[src/rtl/eis_pkg.sv]
// constants for the interrupt line source select block
// Functional notes
// - six-bit selector at bits 29:24 picks the pin for line 15.
// - six-bit selector at bits 21:16 picks the pin for line 14.
// - six-bit selector at bits 13:8 picks the pin for line 13.
// - six-bit selector at bits 5:0 picks the pin for line 12.
// - upper four bits are pin number, lower two bits the port A,B,C,D.
// - port C routes only pins 13 to 15; absent pins give zero.
// - port D routes only pin 0 and pins 12 to 15.
// - select word at 0x10 resets to zero, every line on port A pin 0.
// - tolerance word at 0x14 holds 25 read-write bits, upper bits reserved.
// - tolerance bits are active low: zero enables high-voltage tolerance.
package eis_pkg;
  localparam logic [7:0] EIS_OFF_SEL = 8'h10;
  localparam logic [7:0] EIS_OFF_TOL = 8'h14;
  localparam logic [31:0] EIS_SEL_RST = 32'h00000000;
  localparam logic [31:0] EIS_TOL_RST = 32'h00000000;
  localparam int EIS_SEL_W = 6;
  localparam int EIS_LINES = 4;
  localparam int EIS_LINE_STRIDE = 8;
  localparam int EIS_TOL_W = 25;
  localparam logic [31:0] EIS_SEL_MASK = 32'h3F3F3F3F;
  localparam logic [1:0] EIS_PORT_A = 2'h0;
  localparam logic [1:0] EIS_PORT_B = 2'h1;
  localparam logic [1:0] EIS_PORT_C = 2'h2;
  localparam logic [1:0] EIS_PORT_D = 2'h3;
endpackage

[src/rtl/eis_route_if.sv]
// interface carrying one line's selector and its routed level
`timescale 1ns/1ps
`default_nettype none
interface eis_route_if;
  logic [5:0] sel;
  logic level;
  modport ctrl (output sel, input level);
  modport mux (input sel, output level);
endinterface
`default_nettype wire

[src/rtl/eis_line_mux.sv]
// per-line pin mux: decode selector into port and pin
`timescale 1ns/1ps
`default_nettype none
module eis_line_mux (
  input wire logic [15:0] port_a_i,
  input wire logic [15:0] port_b_i,
  input wire logic [15:0] port_c_i,
  input wire logic [15:0] port_d_i,
  eis_route_if.mux rt
);
  import eis_pkg::*;
  logic [3:0] pin;
  logic [1:0] port;
  assign pin = rt.sel[5:2];
  assign port = rt.sel[1:0];
  always_comb begin
    unique case (port)
      EIS_PORT_A: rt.level = port_a_i[pin];
      EIS_PORT_B: rt.level = port_b_i[pin];
      // unbonded codes read zero, never a floating pad
      EIS_PORT_C: rt.level = (pin >= 4'hD) ? port_c_i[pin] : 1'b0;
      EIS_PORT_D: rt.level = (pin == 4'h0 || pin >= 4'hC) ? port_d_i[pin] : 1'b0;
    endcase
  end
endmodule
`default_nettype wire

[src/rtl/eis_top.sv]
// register file and routing for interrupt lines 12 to 15
`timescale 1ns/1ps
`default_nettype none
module eis_top (
  input wire logic mclk_i,
  input wire logic rst_n_i,
  input wire logic [7:0] addr_i,
  input wire logic [31:0] wdata_i,
  input wire logic wr_i,
  input wire logic rd_i,
  output logic [31:0] rdata_o,
  input wire logic [15:0] port_a_i,
  input wire logic [15:0] port_b_i,
  input wire logic [15:0] port_c_i,
  input wire logic [15:0] port_d_i,
  output logic [eis_pkg::EIS_LINES-1:0] line_level_o,
  output logic [eis_pkg::EIS_TOL_W-1:0] tolerance_enable_n_o
);
  import eis_pkg::*;
  logic [31:0] sel_q;
  logic [EIS_TOL_W-1:0] tol_q;
  logic [EIS_LINES-1:0] lvl;
  ////////////////////////////////////////////////////////////////
  // register writes; reserved gaps are masked so they stay zero
  always_ff @(posedge mclk_i or negedge rst_n_i) begin
    if (!rst_n_i) begin
      sel_q <= EIS_SEL_RST;
    end else if (wr_i && addr_i == EIS_OFF_SEL) begin
      sel_q <= wdata_i & EIS_SEL_MASK;
    end
  end
  always_ff @(posedge mclk_i or negedge rst_n_i) begin
    if (!rst_n_i) begin
      tol_q <= EIS_TOL_RST[EIS_TOL_W-1:0];
    end else if (wr_i && addr_i == EIS_OFF_TOL) begin
      tol_q <= wdata_i[EIS_TOL_W-1:0];
    end
  end
  // active low straight from the register: zero means tolerant
  assign tolerance_enable_n_o = tol_q;
  ////////////////////////////////////////////////////////////////
  // read data one cycle after the strobe; unmapped reads zero
  always_ff @(posedge mclk_i or negedge rst_n_i) begin
    if (!rst_n_i) begin
      rdata_o <= 32'h00000000;
    end else if (rd_i) begin
      unique case (addr_i)
        EIS_OFF_SEL: rdata_o <= sel_q;
        EIS_OFF_TOL: rdata_o <= {7'h00, tol_q};
        default: rdata_o <= 32'h00000000;
      endcase
    end else begin
      rdata_o <= 32'h00000000;
    end
  end
  ////////////////////////////////////////////////////////////////
  // one mux per line; output flopped so pins reach the edge detector cleanly
  for (genvar g = 0; g < EIS_LINES; g++) begin : g_line
    eis_route_if rt ();
    assign rt.sel = sel_q[g*EIS_LINE_STRIDE +: EIS_SEL_W];
    eis_line_mux u_mux (
      .port_a_i(port_a_i),
      .port_b_i(port_b_i),
      .port_c_i(port_c_i),
      .port_d_i(port_d_i),
      .rt(rt)
    );
    assign lvl[g] = rt.level;
  end
  always_ff @(posedge mclk_i or negedge rst_n_i) begin
    if (!rst_n_i) begin
      line_level_o <= '0;
    end else begin
      line_level_o <= lvl;
    end
  end
  ////////////////////////////////////////////////////////////////
  // routing checks also want the sampled reset high: a release on an edge
  // leaves the flops in reset for that edge, so the level lags one more cycle
  a_sel_reset: assert property (@(posedge mclk_i) $rose(rst_n_i) |-> sel_q == 32'h0)
    else $error("select word not zero after reset");
  a_gap_zero: assert property (@(posedge mclk_i) disable iff (!rst_n_i)
    (sel_q & ~EIS_SEL_MASK) == 32'h0)
    else $error("reserved gap bits set");
  a_line15_route: assert property (@(posedge mclk_i) disable iff (!rst_n_i)
    rst_n_i && sel_q[29:24] == 6'h3F |=> line_level_o[3] == $past(port_d_i[15]))
    else $error("line 15 misrouted");
  a_line14_pa0: assert property (@(posedge mclk_i) disable iff (!rst_n_i)
    rst_n_i && sel_q[21:16] == 6'h00 |=> line_level_o[2] == $past(port_a_i[0]))
    else $error("line 14 misrouted");
  a_line13_pb: assert property (@(posedge mclk_i) disable iff (!rst_n_i)
    rst_n_i && sel_q[9:8] == 2'h1 |=>
    line_level_o[1] == $past(port_b_i[sel_q[13:10]]))
    else $error("line 13 misrouted");
  a_line12_pc15: assert property (@(posedge mclk_i) disable iff (!rst_n_i)
    rst_n_i && sel_q[5:0] == 6'h3E |=> line_level_o[0] == $past(port_c_i[15]))
    else $error("line 12 misrouted");
  a_absent_zero: assert property (@(posedge mclk_i) disable iff (!rst_n_i)
    (rst_n_i && sel_q[1:0] == 2'h2 && sel_q[5:2] < 4'hD) |=> !line_level_o[0])
    else $error("absent pin not zero");
  a_tol_write: assert property (@(posedge mclk_i) disable iff (!rst_n_i)
    (wr_i && addr_i == EIS_OFF_TOL) |=> tolerance_enable_n_o == $past(wdata_i[24:0]))
    else $error("tolerance write lost");
  a_sel_readback: assert property (@(posedge mclk_i) disable iff (!rst_n_i)
    (rd_i && addr_i == EIS_OFF_SEL) |=> rdata_o == $past(sel_q))
    else $error("select readback wrong");
endmodule
`default_nettype wire

[config.mk]
export PLATFORM = sky130hd
export DESIGN_NAME = eis_top
export DESIGN_NICKNAME = d
export VERILOG_FILES = /design/src/rtl/eis_pkg.sv /design/src/rtl/eis_route_if.sv /design/src/rtl/eis_line_mux.sv /design/src/rtl/eis_top.sv
export SDC_FILE = /design/constraint.sdc
export NUM_CORES = 1
export LEC_CHECK = 0
export ABC_AREA = 1
export BUFFER_PORTS_ARGS = -buffer_cell sky130_fd_sc_hd__buf_2
export CELL_PAD_IN_SITES_DETAIL_PLACEMENT = 1
export CELL_PAD_IN_SITES_GLOBAL_PLACEMENT = 1
export CORE_AREA = 2 2 133 135
export CTS_BUF_LIST = sky130_fd_sc_hd__clkbuf_8
export DETAILED_ROUTE_END_ITERATION = 8
export DIE_AREA = 0 0 135 137
export PLACE_DENSITY_LB_ADDON = 0.2
export SLEW_MARGIN = 5
export SYNTH_ARGS = -nofsm -noshare
export SYNTH_HDL_FRONTEND = slang
export SYNTH_SLANG_ARGS = --single-unit
[constraint.sdc]
create_clock -name mclk_i -period 1.7 [get_ports mclk_i]
set_input_delay 0.255 -clock mclk_i [delete_from_list [all_inputs] [get_ports mclk_i]]
set_output_delay 0.255 -clock mclk_i [all_outputs]
set_load 0.1 [all_outputs]
==> summary.txt, run 1 <==
Run status
  – Status: finished, final reports clean

STA
  – Fmax: 0.628 GHz
  – Slew headroom: between 60 and 70%
  – Slew @ Worst Pin: between 500 and 600 ps
  – Pins Over Slew Limit: 0
  – Final setup fails: 0
  – Fin. Hold Viols: 0
  – Period minus WS final: 1590 ps
  – Setup TNS: 0 ps
  – Final cycle utilization of the critical path: between 90% and 100%
  – Worst Skew: between 15 and 20 ps
  – RSZ-0062 raised after global routing: false
  – Final setup margin: ~110 ps

Placed design
  – Hpwl dp: between 15000 and 20000 um
  – Port buffer count: about 160
  – Placer congestion estimate: roughly 0.9
  – Post-placement setup slack: approximately 57 ps
  – DP Area: 7430 um^2

CTS
  – Clock sinks: 83
  – CTS tree: yes
  – CTS root buffer: clkbuf_8
  – Clk_lat worst skew: between 300 and 400 ps
  – H-tree Lvls: 3
  – Clock transition at path regs: about 90 ps
  – Clock Tree Buf Depth: 2
  – CTS Buf Count: 9

Synthesis
  – Post-synth cell types: 20
  – Yosys top cell area share: ~34%
  – Syn Area/Cell: between 5 and 6 um^2
  – Syn Inst Count: 1024
  – Syn. warnings: 0
  – Largest area contributor in the netlist: dfrtp_1
  – Flops & latches, synth: 83
  – Register area share after synthesis: 34.5%
  – Synthesized area: 6020 um^2
  – Synth top area cells: dfrtp_1 34%, nand2_1 31%, nand3_1 9.1%

Detailed routing
  – Routed Antenna Nets: 0
  – Vias per std cell: between 5 and 6
  – Residual DRC count: 0
  – DRT Pass-1 Iters: 5
  – Post-DR wirelength/cell: roughly 17 um
  – WL final: ~25000 um
  – Initial DRC Count: about 500
  – Via count: about 7200

Layout
  – Fin nets: 1305
  – Final core occ: 45.4%
  – Commonest non-fill, non-tap cell in the layout: nand2_1
  – Most frequent cells in the layout: 491 x nand2_1, 163 x buf_2, 109 x nand3_1
  – Layout area overhead: 28.5%
  – Share of layout cells above drive strength 1: between 20% and 30%
  – Finished Cell Area: ~7700 um^2
  – Fill count: approximately 2400

Power
  – Share of total power in the clock network: 33.2%
  – Pleak: ~4.5 nW
  – Pwr dens: roughly 710 nW/um^2
  – Seq pwr share: between 30% and 40%
  – Sw Share: 35.5%
  – Internal power: between 3 and 4 mW
  – Comb pwr share: 28.3%
  – Switching pwr: around 2 mW
  – Worst VDD drop: ~0.00062 V
  – Tot Pwr: 5.48 mW

Global route
  – Largest net degree at the start of global routing: 51
  – Grt ovf: 0
  – Initial antenna violation count: 2
  – Gr usage total: between 20% and 30%
  – First-pass GRT wire length: about 39000 um
  – Vias in the first global route: 7171

Setup path
  – Crit Path Class: reg -> reg
  – Crit path top cell by count: nand2_1
  – Worst EP required: around 2000 ps
  – Slowest CP cell: dfrtp_1
  – Worst Setup Start Kind: flop
  – CP cell instances: inv_2, buf_12, nand2_1, nand3_1, nand3_1, a21oi_1, nand2_1, nand2_1, nand2_1, nand2_1, inv_1
  – Worst-path fanout max: 17
  – CP endpoint kind: flop
  – CP peak stage delay: approximately 430 ps
  – CP arrival: 1870 ps

Floorplan
  – I/O pins: between 150 and 200
  – Die height: 137 um
  – Initial core utilization: 35.3%
  – Die area: about 18000 um^2
  – Core ar.: 17100 um^2
  – Die W: 135 um
  – Site Rows: 48

Run
  – Max cap viols: 0

Worst hold path
  – Class of the worst hold path: in -> reg
==> worst max-delay path, delay by kind of cell, from the launching register on <==
| kind | cells | cell delay, ps |
|---|---|---|
| simple gates | 7 | 530 |
| flops | 1 | 430 |
| compound gates | 1 | 180 |
| buf+inv | 3 | 340 |
==> timing repair <==
item                                   in CTS  in global routing
endpoints found under the hold margin      24                  0
hold buffers                                1                  0
setup buffers                               0                  1
gates resized for setup                     0                 11
setup endpoints to repair                   0                  3
==> cells in the mapped netlist <==
cell / count
inv_2: 4
nand4_1: 2
nor2_2: 1
buf_2: 40
nand2_1: 491
nor2_1: 63
a21boi_0: 4
o31ai_1: 19
buf_4: 2
clkbuf_1: 14
a21oi_1: 25
dfrtp_1: 83
nor3_1: 9
nand3_1: 109
o21bai_1: 2
a21boi_1: 2
o21ai_0: 50
inv_1: 99
conb_1: 1
o21ai_1: 4
==> state kept, by name, indices dropped and copies added (netlist names) <==
name / cells
tolerance_enable_n_o: 25
rdata_o: 30
sel_q: 24
line_level_o: 4
==> final timing paths <==
kind / start / to / slack, ps / cells past startpoint
worst min register to register: tolerance_enable_n_o[3] / tolerance_enable_n_o[3] / 520 / 2
worst min-delay path: wdata_i[23] / tolerance_enable_n_o[23] / 120 / 3
worst max-delay path: sel_q[10] / line_level_o[1] / 110 / 11
min in group asynchronous: rst_n_i / tolerance_enable_n_o[1] / 330 / 2
max in group asynchronous: rst_n_i / sel_q[26] / 840 / 3
worst max register to register: sel_q[10] / line_level_o[1] / 110 / 11
==> power by group through the flow <==
| stage | Clock (mW) | Combinational (mW) | Sequential (mW) |
|---|---|---|---|
| floorplan | 0 | 0.620 | 2.45 |
| global placement | 0 | 1.51 | 2.14 |
| detailed placement | 0 | 1.53 | 2.15 |
| CTS | 1.84 | 1.54 | 2.11 |
| global route | 1.91 | 1.70 | 2.12 |
| finish | 1.82 | 1.55 | 2.11 |
==> kinds of logic after synthesis <==
kind of cell,share of synthesized area [%]
other cells,0.0623
simple gates,44.6
compound gates,9.93
flops,34.5
buf+inv,10.9
==> final cells by class <==
cell class              instances  area [um^2]  area share (%)
flip-flops and latches         83         2080            26.9
clock inverters                 6          119            1.54
diodes                          1         2.50          0.0323
inverters                     103          395            5.11
repair buffers                217         1410            18.2
clock buffers                  10          138            1.78
well taps                     225          282            3.64
multi-input cells             783         3310            42.8
==> metrics by stage <==
step / hold WS (ps) / std cells
global route: 136 / 1427
floorplan: -40.6 / 1025
CTS: 121 / 1426
detailed placement: 196 / 1409
global placement: 196 / 1409
finish: 125 / 1428
==> routing by layer <==
layer | vias to the layer above | part of all wire (%) | GRT usage [%]
met2 | 231 | 46 | 43.7
met4 | 0 | 2.5 | 8.74
met1 | 3448 | 45 | 37.7
met5 | - | 0 | 0
met3 | 36 | 6.0 | 4.22
li1 | 3524 | - | -
Power figures use the tool's default switching activity.
==> run 2, diff against run 1 <==
Settings changed: ABC_AREA 1 to unset, CORE_AREA 2 2 133 135 to 2 2 91 137, DIE_AREA 0 0 135 137 to 0 0 93 139.
==> summary.txt, run 2 <==
Run status
  – Status: complete, but fails checks
  – Failing checks: negative setup slack

Synthesis
  – Syn Inst Count: 349 (-66%)
  – Post-synth cell types: 42 (+110%)
  – Synthesized area: 4610 um^2 (-23%)
  – Syn Area/Cell: 13.2 um^2 (+120%)
  – FFs w/ async S/R, synth: 100% (unchanged)
  – Post-synth EDFFs: 0 (unchanged)
  – Yosys top cell area share: 45.1% (+11 points)
  – Count leader, synth: dfrtp_1
  – Register area share after synthesis: 45.1% (+11 points)
  – Synth top area cells: dfrtp_1 45%, mux4_2 19%, mux2_2 12%
  – Largest area contributor in the netlist: dfrtp_1
  – Synth top cells by count: 83 x dfrtp_1, 49 x mux2_2, 38 x mux4_2
  – Flops & latches, synth: 83 (unchanged)
  – Syn. warnings: 0 (unchanged)
  – Main synth FF type: dfrtp_1

Global route
  – Vias in the first global route: 4056 (-43%)
  – Largest net degree at the start of global routing: 50 (-2.0%)
  – Met3 Use GR: 4.73% (+0.51 points)
  – Grt ovf: 0 (unchanged)
  – First-pass GRT wire length: 23000 um (-41%)
  – Routing usage on met1: 26.8% (-11 points)
  – Initial antenna violation count: 0 (-2)
  – Met2 usage: 42.1% (-1.5 points)
  – Most Used Layer, Global Route: met2
  – Gr usage total: 23.8% (-3.4 points)

Setup path
  – Worst-path fanout max: 5 (-12)
  – CP cell instances: mux4_2, mux4_2, nor3_2, nor3_1
  – CP arrival: 2070 ps (+200 ps)
  – CP endpoint kind: flop
  – Worst EP required: 1950 ps (-30 ps)
  – Worst Setup Start Kind: flop
  – Reg-to-Reg End: line_level_o[2]
  – Crit Path Class: reg -> reg
  – R2R Path Start: sel_q[19]
  – Slowest CP cell: mux4_2
  – Worst Reg2Reg Path Length in Cells: 4 (-7)
  – Setup slack, reg-to-reg: -120 ps (-230 ps)
  – Crit path top cell by count: mux4_2
  – CP peak stage delay: 540 ps (+110 ps)

Floorplan
  – Die W: 93 um (-31%)
  – Initial core utilization: 39.1% (+3.8 points)
  – Core ar.: 11800 um^2 (-31%)
  – Die area: 12900 um^2 (-30%)
  – Site Rows: 49 (+2.1%)
  – I/O pins: 169 (unchanged)
  – Die height: 139 um (+1.5%)

CTS
  – H-tree Lvls: 3 (unchanged)
  – Clock transition at path regs: 90 ps (about the same)
  – Clk_lat worst skew: 360 ps (about the same)
  – Clock Tree Buf Depth: 2 (unchanged)
  – CTS root buffer: clkbuf_8
  – Clock sinks: 83 (unchanged)
  – CTS tree: yes
  – CTS Buf Count: 9 (unchanged)

Layout
  – Fill count: 1312 (-45%)
  – Number of flip-flops in the largest register: 30 (unchanged)
  – Largest Register: rdata_o
  – Fin nets: 623 (-52%)
  – Most frequent cells in the layout: 142 x buf_2, 79 x dfrtp_1, 49 x mux2_2
  – # diodes: 0 (-1)
  – Final core occ: 51.5% (+6.1 points)
  – Share of layout cells above drive strength 1: 59.0% (+38 points)
  – Layout area overhead: 31.4%
  – Commonest non-fill, non-tap cell in the layout: buf_2

STA
  – RSZ-0062 raised after global routing: true
  – Fmax: 0.549 GHz (-13%)
  – Period minus WS final: 1820 ps (+228 ps)
  – Slew @ Worst Pin: 525 ps (+10.3 ps)
  – Final Hold Slack: 121 ps (-3.38 ps)
  – Pins Over Slew Limit: 0 (unchanged)
  – Final setup margin: -121 ps (-228 ps)
  – Final setup fails: 4 (+4)
  – Final cycle utilization of the critical path: 107% (+13 points)
  – Fin. Hold Viols: 0 (unchanged)
  – Worst Skew: 8.66 ps (-6.98 ps)
  – Slew headroom: 65.0% (-0.92 points)

Worst hold path
  – Class of the worst hold path: in -> reg
  – Worst Hold Path EP: tolerance_enable_n_o[23]
  – Hold Path Cell Cnt: 2 (-1)
  – Hold Path Origin: wdata_i[23]

Placed design
  – Placer congestion estimate: 0.919 (+0.26%)
  – Post-placement setup slack: -247 ps (-305 ps)
  – Port buffer count: 143 (-13%)
  – Hpwl dp: 11500 um (-41%)

Detailed routing
  – Via count: 3799 (-48%)
  – DRT Pass-1 Iters: 4 (-1)
  – WL final: 14900 um (-40%)
  – Vias per std cell: 5.65 (+12%)
  – Post-DR wirelength/cell: 22.1 um (+28%)
  – Residual DRC count: 0 (unchanged)
  – Initial DRC Count: 172 (-66%)
  – Routed Antenna Nets: 0 (unchanged)

Power
  – Worst VDD drop: 0.000448 V (-28%)
  – Pwr dens: 758 nW/um^2 (+7.0%)
  – Pleak: 3.00 nW (-33%)

Run
  – Max cap viols: 0 (unchanged)
## run 2: worst max-delay path, delay by kind of cell (launching register included)
family,cells,cell delay (ps)
multiplexers,2,1040
AND/OR/NAND/NOR,2,190
flip-flops,1,490
## run 2: area by class of cell
type,count,area [um^2],area share [%]
multi-input cells,231,2410,39.7
flip-flops and latches,83,2080,34.4
repair buffers,183,1180,19.6
well taps,153,191,3.16
clock buffers,9,124,2.05
clock inverters,6,41.3,0.682
inverters,7,26.3,0.434
## run 2: logic make-up (layout without fill, tap and decap cells)
group / after synthesis / after routing / synth area share, %
AND/OR/NAND/NOR: 85 / 85 / 10.3
multiplexers: 108 / 108 / 35.1
other: 1 / 2 / 0.0814
buffers and inverters: 36 / 205 / 4.07
flip-flops: 83 / 83 / 45.1
AO/OA/AOI/OAI: 36 / 36 / 5.38
## run 2: worst max path at each step
stage	end	from	cells past startpoint	slack (ps)
global placement	sel_q[3]	addr_i[5]	6	-250
global route	line_level_o[2]	sel_q[19]	6	-200
floorplan	tolerance_enable_n_o[10]	addr_i[5]	5	-100
finish	line_level_o[2]	sel_q[19]	4	-120
CTS	line_level_o[0]	sel_q[3]	5	-110
detailed placement	sel_q[3]	addr_i[5]	6	-250
## run 2: metrics by stage
step	TNS, ps	power, mW	instances	instance area (um^2)
6_report	-324	4.59	672	6060
5_1_grt	-618	4.80	672	6060
4_1_cts	-315	4.65	671	6050
3_5_place_dp	-11850	3.31	649	5710
3_3_place_gp	-10430	3.29	649	5710
2_1_floorplan	-2990	2.90	350	4660
## run 2: where the power goes
| group | switching [mW] | total, mW | internal [mW] |
|---|---|---|---|
| registers | 0.0942 | 2.14 | 2.05 |
| clock network | 0.741 | 1.27 | 0.525 |
| logic | 0.745 | 1.18 | 0.439 |
| total | 1.58 | 4.59 | 3.01 |
## run 2: routing by layer
| layer | vias to the layer above | part of all wire, % |
|---|---|---|
| met5 | - | 0 |
| met4 | 0 | 4.3 |
| met3 | 34 | 5.5 |
| met2 | 145 | 54 |
| met1 | 1964 | 36 |
| li1 | 1656 | - |
## run 2: repair_timing
item                                   in CTS  in global routing
pin swaps                                   7                  0
cloned                                      2                  0
endpoints found under the hold margin      14                  0
setup buffers                               4                  1
resized for setup                          17                  2
setup endpoints to repair                   4                  4
hold buffers                                1                  0
